File: config.mk
export PLATFORM = sky130hd
export DESIGN_NAME = vip_ctrl
export DESIGN_NICKNAME = d
export VERILOG_FILES = /design/src/core/vip_pkg.sv /design/src/core/vip_ctrl.sv /design/src/core/vip_vector_fetch.sv
export SDC_FILE = /design/constraint.sdc
export NUM_CORES = 1
export LEC_CHECK = 0
export ABC_AREA = 0
export BUFFER_PORTS_ARGS = -buffer_cell sky130_fd_sc_hd__buf_2
export CORE_MARGIN = 2
export CORE_UTILIZATION = 55
export DETAILED_ROUTE_END_ITERATION = 10
export GPL_ROUTABILITY_DRIVEN = 0
export GPL_TIMING_DRIVEN = 1
export PLACE_DENSITY = 0.85
export SYNTH_ARGS = -nofsm -noshare
export SYNTH_HDL_FRONTEND = slang
export SYNTH_SLANG_ARGS = --single-unit
File: constraint.sdc
create_clock -name sys_clk -period 3 [get_ports sys_clk]
set_input_delay 0.3 -clock sys_clk [delete_from_list [all_inputs] [get_ports sys_clk]]
set_output_delay 0.3 -clock sys_clk [all_outputs]
set_load 0.1 [all_outputs]
File: src/core/vip_pkg.sv
package vip_pkg;

  // ----------------------------------------------------------------
  // Source indices into the request and enable flag vectors
  // ----------------------------------------------------------------
  localparam int NUM_SRC = 9;
  localparam int SRC_TICK = 0;     // interval_tick_src, shares line 1
  localparam int SRC_BOTH = 1;     // both_edge_ext_src, shares line 1
  localparam int SRC_A = 2;        // ext_edge_src_a, line 2
  localparam int SRC_B = 3;        // ext_edge_src_b, line 3
  localparam int SRC_SERIAL = 4;   // serial_done_src, line 4
  localparam int SRC_CNT = 5;      // counter_match_src, line 5
  localparam int SRC_PG = 6;       // pulse_gen_match_src, line 6
  localparam int SRC_KEY = 7;      // key_edge_test_src, test only
  localparam int SRC_CLK = 8;      // clock_timer_test_src, test only

  // ----------------------------------------------------------------
  // Vector request lines and vector slot layout
  // ----------------------------------------------------------------
  localparam int NUM_LINES = 6;
  localparam logic [2:0] LINE_TOP = 3'h1;   // Priority 1, shared slot
  localparam int PMEM_AW = 14;              // Program address width
  localparam int HI_MBE_BIT = 7;            // First byte: memory bank enable
  localparam int HI_RBE_BIT = 6;            // First byte: register bank enable
  localparam int HI_ADDR_W = 6;             // First byte: upper address bits
  localparam logic [PMEM_AW-1:0] LO_BYTE_STEP = 14'h0001;  // Second slot byte
  localparam logic EDGE_RISE = 1'b0;        // Edge select code for rising

  // ----------------------------------------------------------------
  // Carriers
  // ----------------------------------------------------------------
  typedef struct packed {
    logic mem_bank_enable;                   // mem_bank_enable for the service routine
    logic reg_bank_enable;                   // reg_bank_enable for the service routine
    logic [PMEM_AW-1:0] start;   // Service start address
  } vip_vec_t;

  typedef struct packed {
    logic both;        // both_edge_ext_src pin
    logic a;           // ext_edge_src_a pin
    logic b;           // ext_edge_src_b pin
    logic key;         // key_edge_test_src pin
    logic [7:0] kr;    // key_return_input pins
  } vip_pins_t;

  // ----------------------------------------------------------------
  // State of the two modules
  // ----------------------------------------------------------------
  typedef enum logic [1:0] {
    F_IDLE = 2'b00,
    F_RD_HI = 2'b01,
    F_RD_LO = 2'b10,
    F_DONE = 2'b11
  } vip_fetch_state_t;

  typedef struct packed {
    vip_pins_t prev;             // Pin levels one cycle back
    logic [NUM_SRC-1:0] flags;   // Request flags
    logic pend;                  // A vectored request is pending
    logic [2:0] line;            // Winning request line
    logic wake;                  // Standby release condition
  } vip_ctrl_st_t;

  typedef struct packed {
    vip_fetch_state_t state;
    logic [PMEM_AW-1:0] addr;    // Program memory address
    logic rd;                    // Program memory read strobe
    logic [7:0] hi;              // First slot byte
    vip_vec_t vec;               // Loaded vector
    logic vld;                   // Vector valid pulse
  } vip_fetch_st_t;

  localparam vip_ctrl_st_t CTRL_RST = '0;    // All flags clear after reset
  localparam vip_fetch_st_t FETCH_RST = '0;

endpackage : vip_pkg

File: src/core/vip_ctrl.sv
`timescale 1ns/1ps
module vip_ctrl (
  input wire logic sys_clk,
  input wire logic rst,
  input wire logic interval_tick_src,
  input wire logic serial_done_src,
  input wire logic counter_match_src,
  input wire logic pulse_gen_match_src,
  input wire logic clock_timer_test_src,
  input wire vip_pkg::vip_pins_t pins,
  input wire logic edge_sel_a,
  input wire logic edge_sel_b,
  input wire logic [vip_pkg::NUM_SRC-1:0] source_enable_flag,
  input wire logic global_irq_enable,
  input wire logic [vip_pkg::NUM_SRC-1:0] flag_set,
  input wire logic [vip_pkg::NUM_SRC-1:0] flag_clr,
  output logic [vip_pkg::NUM_SRC-1:0] request_flags,
  output logic standby_wake,
  output logic irq_req,
  output logic [2:0] irq_line,
  input wire logic irq_ack,
  output logic [vip_pkg::PMEM_AW-1:0] pmem_addr,
  output logic pmem_rd,
  input wire logic [7:0] pmem_data,
  output vip_pkg::vip_vec_t vec,
  output logic vec_valid
);
  import vip_pkg::*;

  // ----------------------------------------------------------------
  // Declarations
  // ----------------------------------------------------------------
  vip_ctrl_st_t st;                // Registered state
  vip_ctrl_st_t next_st;           // Next state
  logic [NUM_SRC-1:0] ev;          // Hardware events this cycle
  logic [NUM_SRC-1:0] svc_clr;     // Flag cleared by service
  logic [NUM_LINES:1] lreq;        // Gated request per line
  logic fetch_busy;                // Slot read in progress
  logic accept;                    // Core takes the pending request
  logic [NUM_SRC-1:0] armed;       // Flag and enable both set

  // ----------------------------------------------------------------
  // Source events
  // ----------------------------------------------------------------
  // Edge detection against the previous pin sample
  always_comb begin
    ev = '0;
    ev[SRC_TICK] = interval_tick_src;
    ev[SRC_BOTH] = pins.both ^ st.prev.both;
    // Selectable edge; select 0 means rising
    ev[SRC_A] = (edge_sel_a == EDGE_RISE) ? (pins.a & ~st.prev.a)
                                          : (~pins.a & st.prev.a);
    ev[SRC_B] = (edge_sel_b == EDGE_RISE) ? (pins.b & ~st.prev.b)
                                          : (~pins.b & st.prev.b);
    ev[SRC_SERIAL] = serial_done_src;
    ev[SRC_CNT] = counter_match_src;
    ev[SRC_PG] = pulse_gen_match_src;
    // Dedicated pin rising or any key input falling
    ev[SRC_KEY] = (pins.key & ~st.prev.key) | (|(st.prev.kr & ~pins.kr));
    ev[SRC_CLK] = clock_timer_test_src;
  end

  // ----------------------------------------------------------------
  // Request lines and arbitration
  // ----------------------------------------------------------------
  assign armed = st.flags & source_enable_flag;

  // Test sources (key, clock timer) feed no line
  always_comb begin
    lreq = '0;
    // Line 1 merges the two shared sources
    lreq[1] = (armed[SRC_TICK] | armed[SRC_BOTH]) & global_irq_enable;
    // Lines 2..6 map one to one onto sources 2..6
    for (int n = 2; n <= NUM_LINES; n++) begin
      lreq[n] = armed[n] & global_irq_enable;
    end
  end

  // Only one request is taken at a time; the core waits for the slot read
  assign accept = irq_ack & st.pend & ~fetch_busy;

  // Flag cleared when its line is served
  always_comb begin
    svc_clr = '0;
    if (accept) begin
      if (st.line == LINE_TOP) begin
        // Shared line: the tick is served first, the pin source next time
        if (armed[SRC_TICK]) begin
          svc_clr[SRC_TICK] = 1'b1;
        end else begin
          svc_clr[SRC_BOTH] = 1'b1;
        end
      end else begin
        svc_clr[st.line] = 1'b1;
      end
    end
  end

  // ----------------------------------------------------------------
  // Next state
  // ----------------------------------------------------------------
  // Set beats clear so that an event in the clearing cycle survives
  always_comb begin
    next_st = st;
    next_st.prev = pins;
    next_st.flags = (st.flags & ~(flag_clr | svc_clr)) | ev | flag_set;
    next_st.wake = |armed;
    next_st.pend = |lreq;
    next_st.line = 3'h0;
    // Scan from the lowest priority up so the smallest number wins
    for (int n = NUM_LINES; n >= 1; n--) begin
      if (lreq[n]) begin
        next_st.line = 3'(n);
      end
    end
    // Losers keep their flags and win a later scan
  end

  // State register
  always_ff @(posedge sys_clk or posedge rst) begin
    if (rst) begin
      st <= CTRL_RST;
    end else begin
      st <= next_st;
    end
  end

  // ----------------------------------------------------------------
  // Slot read and outputs
  // ----------------------------------------------------------------
  vip_vector_fetch u_fetch (
    .sys_clk(sys_clk),
    .rst(rst),
    .start(accept),
    .start_line(st.line),
    .busy(fetch_busy),
    .pmem_addr(pmem_addr),
    .pmem_rd(pmem_rd),
    .pmem_data(pmem_data),
    .vec(vec),
    .vec_valid(vec_valid)
  );

  // Request is hidden while a slot read runs, so acks cannot overlap
  assign irq_req = st.pend & ~fetch_busy;
  assign irq_line = st.line;
  assign request_flags = st.flags;
  assign standby_wake = st.wake;
endmodule : vip_ctrl

File: src/core/vip_vector_fetch.sv
`timescale 1ns/1ps
module vip_vector_fetch (
  input wire logic sys_clk,
  input wire logic rst,
  input wire logic start,
  input wire logic [2:0] start_line,
  output logic busy,
  output logic [vip_pkg::PMEM_AW-1:0] pmem_addr,
  output logic pmem_rd,
  input wire logic [7:0] pmem_data,
  output vip_pkg::vip_vec_t vec,
  output logic vec_valid
);
  import vip_pkg::*;

  // ----------------------------------------------------------------
  // State
  // ----------------------------------------------------------------
  vip_fetch_st_t st;        // Registered state
  vip_fetch_st_t next_st;   // Next state

  // Two-byte slot read; memory answers one cycle after the strobe
  always_comb begin
    next_st = st;
    next_st.vld = 1'b0;
    next_st.rd = 1'b0;
    unique case (st.state)
      F_IDLE: begin
        if (start) begin
          // Slot of line n sits at 2n
          next_st.addr = PMEM_AW'({start_line, 1'b0});
          next_st.rd = 1'b1;
          next_st.state = F_RD_HI;
        end
      end
      F_RD_HI: begin
        // Second byte follows the first
        next_st.addr = st.addr + LO_BYTE_STEP;
        next_st.rd = 1'b1;
        next_st.state = F_RD_LO;
      end
      F_RD_LO: begin
        next_st.hi = pmem_data;
        next_st.state = F_DONE;
      end
      F_DONE: begin
        // Bank bits and start address handed to the core
        next_st.vec.mem_bank_enable = st.hi[HI_MBE_BIT];
        next_st.vec.reg_bank_enable = st.hi[HI_RBE_BIT];
        next_st.vec.start = {st.hi[HI_ADDR_W-1:0], pmem_data};
        next_st.vld = 1'b1;
        next_st.state = F_IDLE;
      end
    endcase
  end

  // State register
  always_ff @(posedge sys_clk or posedge rst) begin
    if (rst) begin
      st <= FETCH_RST;
    end else begin
      st <= next_st;
    end
  end

  assign busy = (st.state != F_IDLE);
  assign pmem_addr = st.addr;
  assign pmem_rd = st.rd;
  assign vec = st.vec;
  assign vec_valid = st.vld;
endmodule : vip_vector_fetch

# After elaboration in Yosys (flattened, before gate mapping)
# Index checks and enable logic that the tools add are counted.
# op_classes
muxes	19
n_reduce_logical	8
addsub	1
n_eq_ne	5
n_bitwise	31
n_lt_le_gt_ge	2
# op_table
cell	count
15-bit case mux with 2 select lines	1
9-bit OR	3
9-bit AND	2
3-bit two-way mux	6
17-bit two-way mux	1
14-bit by 1-bit adder with 14-bit output (second input constant)	1
1-bit AND	14
9-bit two-way mux	1
9-bit inverter	1
9-bit OR reduction	1
8-bit AND	1
8-bit inverter	1
2-bit case mux with 4 select lines	1
8-bit OR reduction	1
1-bit two-way mux	6
6-bit two-way mux	1
1-bit inverter	6
6-bit OR reduction	1
3-bit by 5-bit < comparator with 1-bit output (second input constant)	1
2-bit equality test (second input constant)	2
2-bit nonzero test	2
1-bit demux with 3-bit select	1
3-bit by 1-bit equality test with 1-bit output (second input constant)	1
3-bit by 1-bit greater-or-equal comparator with 1-bit output (second input constant)	1
other kinds (8)	9
# totals
inputBits	58
reg_bits	68
word_cells	83

# Logic depth before layout (Yosys ltp)
# depth
word_depth	11
mapped_depth	8

# Cells and area by module
# A second synthesis with hierarchy kept.
# unflattened
hier_cells	305
hier_area_um2	3321.9
# by_module_without_submodules
module	cells_per_inst	n_inst	area_per_inst_um2
vip_vector_fetch	191	1	2134.5
vip_ctrl	114	1	1187.4

# Least setup slack after synthesis
# No wires, ideal clock.
# synth_timing
kind	flip-flop to flip-flop
from	register u_fetch.st[40] (netlist name)
to	register u_fetch.st, in the netlist u_fetch.pmem_addr[11]
path_slack_ns	1.232
stages_incl_launch_ff	7
setup_ns	0.077
arrival_time_ns	1.691
synth_period_minus_slack_ns	1.768
cell_sequence	dfrtp_1 -> inv_1 -> ha_1 -> a21bo_2 -> nand4_4 -> or4_1 -> a21oi_1
# synth_via
elab_chain_cells	5
word_cells_on_any_way	9
classes_between	eq/ne (2); mux (1); bitwise (2); reduce/logical (4)
# synth_rtl
item	line_no	source
start: declaration	vip_vector_fetch.sv:19	vip_fetch_st_t st;
start signal: assignment	vip_vector_fetch.sv:62	st <= next_st;
2-bit nonzero test	vip_vector_fetch.sv:66	assign busy = (st.state != F_IDLE);
1-bit inverter	vip_ctrl.sv:80	assign accept = irq_ack & st.pend & ~fetch_busy;
1-bit AND	vip_ctrl.sv:80	
2-bit != test (no line)	n/a	
2-bit AND reduction (no line)	n/a	
# Parallel ways exist; a longest one is shown, timed or not.
# A chain may end at the register's enable or synchronous reset.

# Final worst setup path
# layout_timing
from	register u_fetch.st[40] (netlist name)
to	register u_fetch.st, in the netlist u_fetch.pmem_addr[9]
# Same word-level chain as after synthesis.

==> flow_metrics.env <==
export IMPL_status="completed"
export IMPL_grt_usage_pct=20.5
export IMPL_ir_worst_vdd_mv=0.946
export IMPL_cp_required_ns=3.26
export IMPL_synth_edff_count=0
export IMPL_relSlewSlack_pct=44.1
export IMPL_drive_above_1_share_pct=41.6
export IMPL_vias=2323
export IMPL_muxShareOfSynthArea_pct=9.18
export IMPL_multi_input_area_um2=1130
export IMPL_worst_path_buf_inv=1
export IMPL_grt_first_pass_wirelength_mm=10.3
export IMPL_crit_path_max_incr_delay_ns=0.54
export IMPL_p_int_mw=2.13
export IMPL_grt_max_degree=69
export IMPL_diodes=0
export IMPL_yosysWarningCount=0
export IMPL_layout_nets=424
export IMPL_synthXorXnorAreaFrac_pct=0.803
export IMPL_seqCellArea_um2=1700
export IMPL_async_reset_ff_share_pct=100
export IMPL_min_period_over_period_pct=69.1
export IMPL_power_switching_share_pct=48.6
export IMPL_synth_simple_area_share_pct=12.0
export IMPL_grt_pass1_vias=2330
export IMPL_clockPowerShare_pct=20.6
export IMPL_ys_top_cells_by_area="dfrtp_1 52%, buf_4 9.9%, mux2_2 8.3%"
export IMPL_setup_tns_ns=0
export IMPL_netSwitchingPower_mw=2.01
export IMPL_postCtsSetupBuffers=0
export IMPL_p_seq_share_pct=31.3
export IMPL_numCtsBuffers=9
export IMPL_fin_crit_ns=2.07
export IMPL_max_freq_ghz=0.482
export IMPL_syn_inst=293
export IMPL_synth_top_cell_area_share_pct=52.0
export IMPL_ys_seq_elements=68
export IMPL_setup_viol=0
export IMPL_dieArea_um2=6580
export IMPL_io_pin_count=104
export IMPL_synth_top_family_by_area="buffers and inverters"
export IMPL_ys_types=48
export IMPL_crit_path_end_kind="flip-flop"
export IMPL_power_density_nw_per_um2=1100
export IMPL_firstDrtPassIters=4
export IMPL_cp_startpoint="u_fetch.st[40]"
export IMPL_via_per_inst=5.28
export IMPL_io_buffers=103
export IMPL_worst_pin_slew_ns=0.839
export IMPL_setup_worst_path_class="flip-flop to flip-flop"
export IMPL_die_y_um=81.1
export IMPL_worst_endpoint_arrival_ns=2.34
export IMPL_syn2layout_area_growth_pct=15.3
export IMPL_p_leak_nw=1.84
export IMPL_synthAdderAreaFrac_pct=2.29
export IMPL_rsz0062_at_grt="no"
export IMPL_critical_path_slowest_cell="or4_1"
export IMPL_core_um2=5850
export IMPL_cts_resized=0
export IMPL_slew_violations=0
export IMPL_tritoncts="built"
export IMPL_finalHoldViolCount=0
export IMPL_min_path_type="input port to flip-flop"
export IMPL_syn_nets=357
export IMPL_fp_dieW_um=81.1
export IMPL_r2r_start="u_fetch.st[40]"
export IMPL_critPathTopFamily="simple AND/OR/NAND/NOR gates"
export IMPL_ys_seq_area_share_pct=52.0
export IMPL_hp_start="pins[7]"
export IMPL_path_cells="inv_1 -> ha_1 -> a21bo_2 -> nand4_4 -> or4_1 -> a21oi_1"
export IMPL_layout_common_cells="103 x buf_2, 68 x dfrtp_1, 24 x mux2_2"
export IMPL_routedWlPerCell_um=14.2
export IMPL_syn_area_per_cell_um2=11.2
export IMPL_clock_latency_ns=0.34
export IMPL_final_common_cell="buf_2"
export IMPL_fill_cells=472
export IMPL_rows=28
export IMPL_cap_violations=0
export IMPL_start_util_pct=55.9
export IMPL_finalWirelength_mm=6.23
export IMPL_timing_hold_ws_ns=0.0769
export IMPL_detail_route_antenna_nets=0
export IMPL_grt_overflow=0
export IMPL_crit_path_max_fanout=13
export IMPL_htree_levels=3
export IMPL_yosys_area_top_type="dfrtp_1"
export IMPL_place_hpwl_mm=4.59
export IMPL_cp_start_kind="flip-flop"
export IMPL_p_comb_share_pct=48.2
export IMPL_skew_ns=0.00965
export IMPL_cts_sinks=68
export IMPL_drt_iter0_markers=96
export IMPL_antenna_found_initial=0
export IMPL_drc_errors=0
export IMPL_synthFlopType="dfrtp_1"
export IMPL_cts_root_buf="clkbuf_8"
export IMPL_synth_compound_area_share_pct=10.4
export IMPL_path_clk_slew_ns=0.07
export IMPL_ctsHoldBuffers=0
export IMPL_cts_path_max_buffers=2
export IMPL_syn_area_um2=3270
Yosys cell counts, types with 2 or more instances:
library cell	n
a221oi_1	2
and4_2	2
a32oi_1	2
or4_1	2
a211oi_1	2
and2_1	3
nor3b_1	3
a22oi_1	4
ha_1	6
nand4b_1	2
a21boi_0	2
nand2b_1	3
mux2_2	24
a311o_1	5
nand2_1	20
o311ai_0	2
a21oi_1	11
xor2_1	2
nor2_1	9
o22ai_1	2
nand4_1	4
nand3_1	8
or3_1	2
dfrtp_1	68
clkbuf_1	2
o21ai_0	8
buf_4	43
inv_1	24
o31ai_1	2
and3_1	2
buf_2	3
mux2i_1	3
logic make-up (layout without fill, tap and decap cells):
kind of cell | after synthesis | after routing
buf+inv | 72 | 144
fa+ha+maj | 6 | 6
simple gates | 69 | 69
mux | 27 | 27
xor+xnor | 3 | 3
flops | 68 | 68
compound gates | 48 | 48
power by group through the flow:
stage | registers (mW) | logic, mW | clock network, mW
floorplan | 1.36 | 1.84 | 0
global placement | 1.29 | 1.97 | 0
detailed placement | 1.31 | 2.01 | 0
CTS | 1.30 | 2.01 | 0.869
global route | 1.33 | 2.09 | 0.916
finish | 1.29 | 1.99 | 0.851
final timing paths:
path | endpoint | slack, ns | depth (start not counted)
min in group asynchronous | st[19] | 0.21 | 3
min reg2reg | request_flags[7] | 0.47 | 2
max in group asynchronous | u_fetch.pmem_addr[7] | 2.24 | 3
min | st[21] | 0.08 | 1
max reg2reg | u_fetch.pmem_addr[9] | 0.93 | 6
max | u_fetch.pmem_addr[9] | 0.93 | 6
registers in the layout (all words and copies together) (netlist names):
register           flops
irq_line               3
request_flags          9
st                    13
standby_wake           1
u_fetch.pmem_addr     14
u_fetch.pmem_rd        1
u_fetch.st            10
u_fetch.vec           16
u_fetch.vec_valid      1
layer usage:
layer / up-vias / global-route usage, % / routed length [um]
met3: 11 / 5.44 / 361
li1: 1118 / - / -
met1: 1113 / 24.2 / 2680
met2: 81 / 35.4 / 3080
met5: - / 0 / 0
met4: 0 / 8.81 / 116
per-stage QoR:
stage | area, um2 | instances | util (%) | total power [mW] | setup slack, ns
2_1_floorplan | 3270 | 293 | - | 3.20 | 0.988
3_3_place_gp | 3540 | 424 | 60.6 | 3.27 | 1.05
3_5_place_dp | 3540 | 424 | 60.6 | 3.32 | 0.951
4_1_cts | 3770 | 440 | 64.5 | 4.18 | 0.925
5_1_grt | 3770 | 440 | 64.5 | 4.34 | 0.774
6_report | 3770 | 440 | 64.5 | 4.14 | 0.927
worst register-to-register path: cells and delay by family (launching register included):
family	cells	cell delay [ns]
adders and majority gates	1	0.26
AOI/OAI and AO/OA	2	0.51
and+or+nand+nor	2	0.73
DFF	1	0.40
buffers and inverters	1	0.10
final cells by class:
type | count | share of cell area, %
Clock buffer | 13 | 4.21
Clock inverter | 3 | 1.82
Inverter | 24 | 2.39
Multi-Input combinational cell | 153 | 30.1
Sequential cell | 68 | 45.1
Tap cell | 75 | 2.49
Timing Repair Buffer | 104 | 13.9
(Power assumes the default switching activity.)
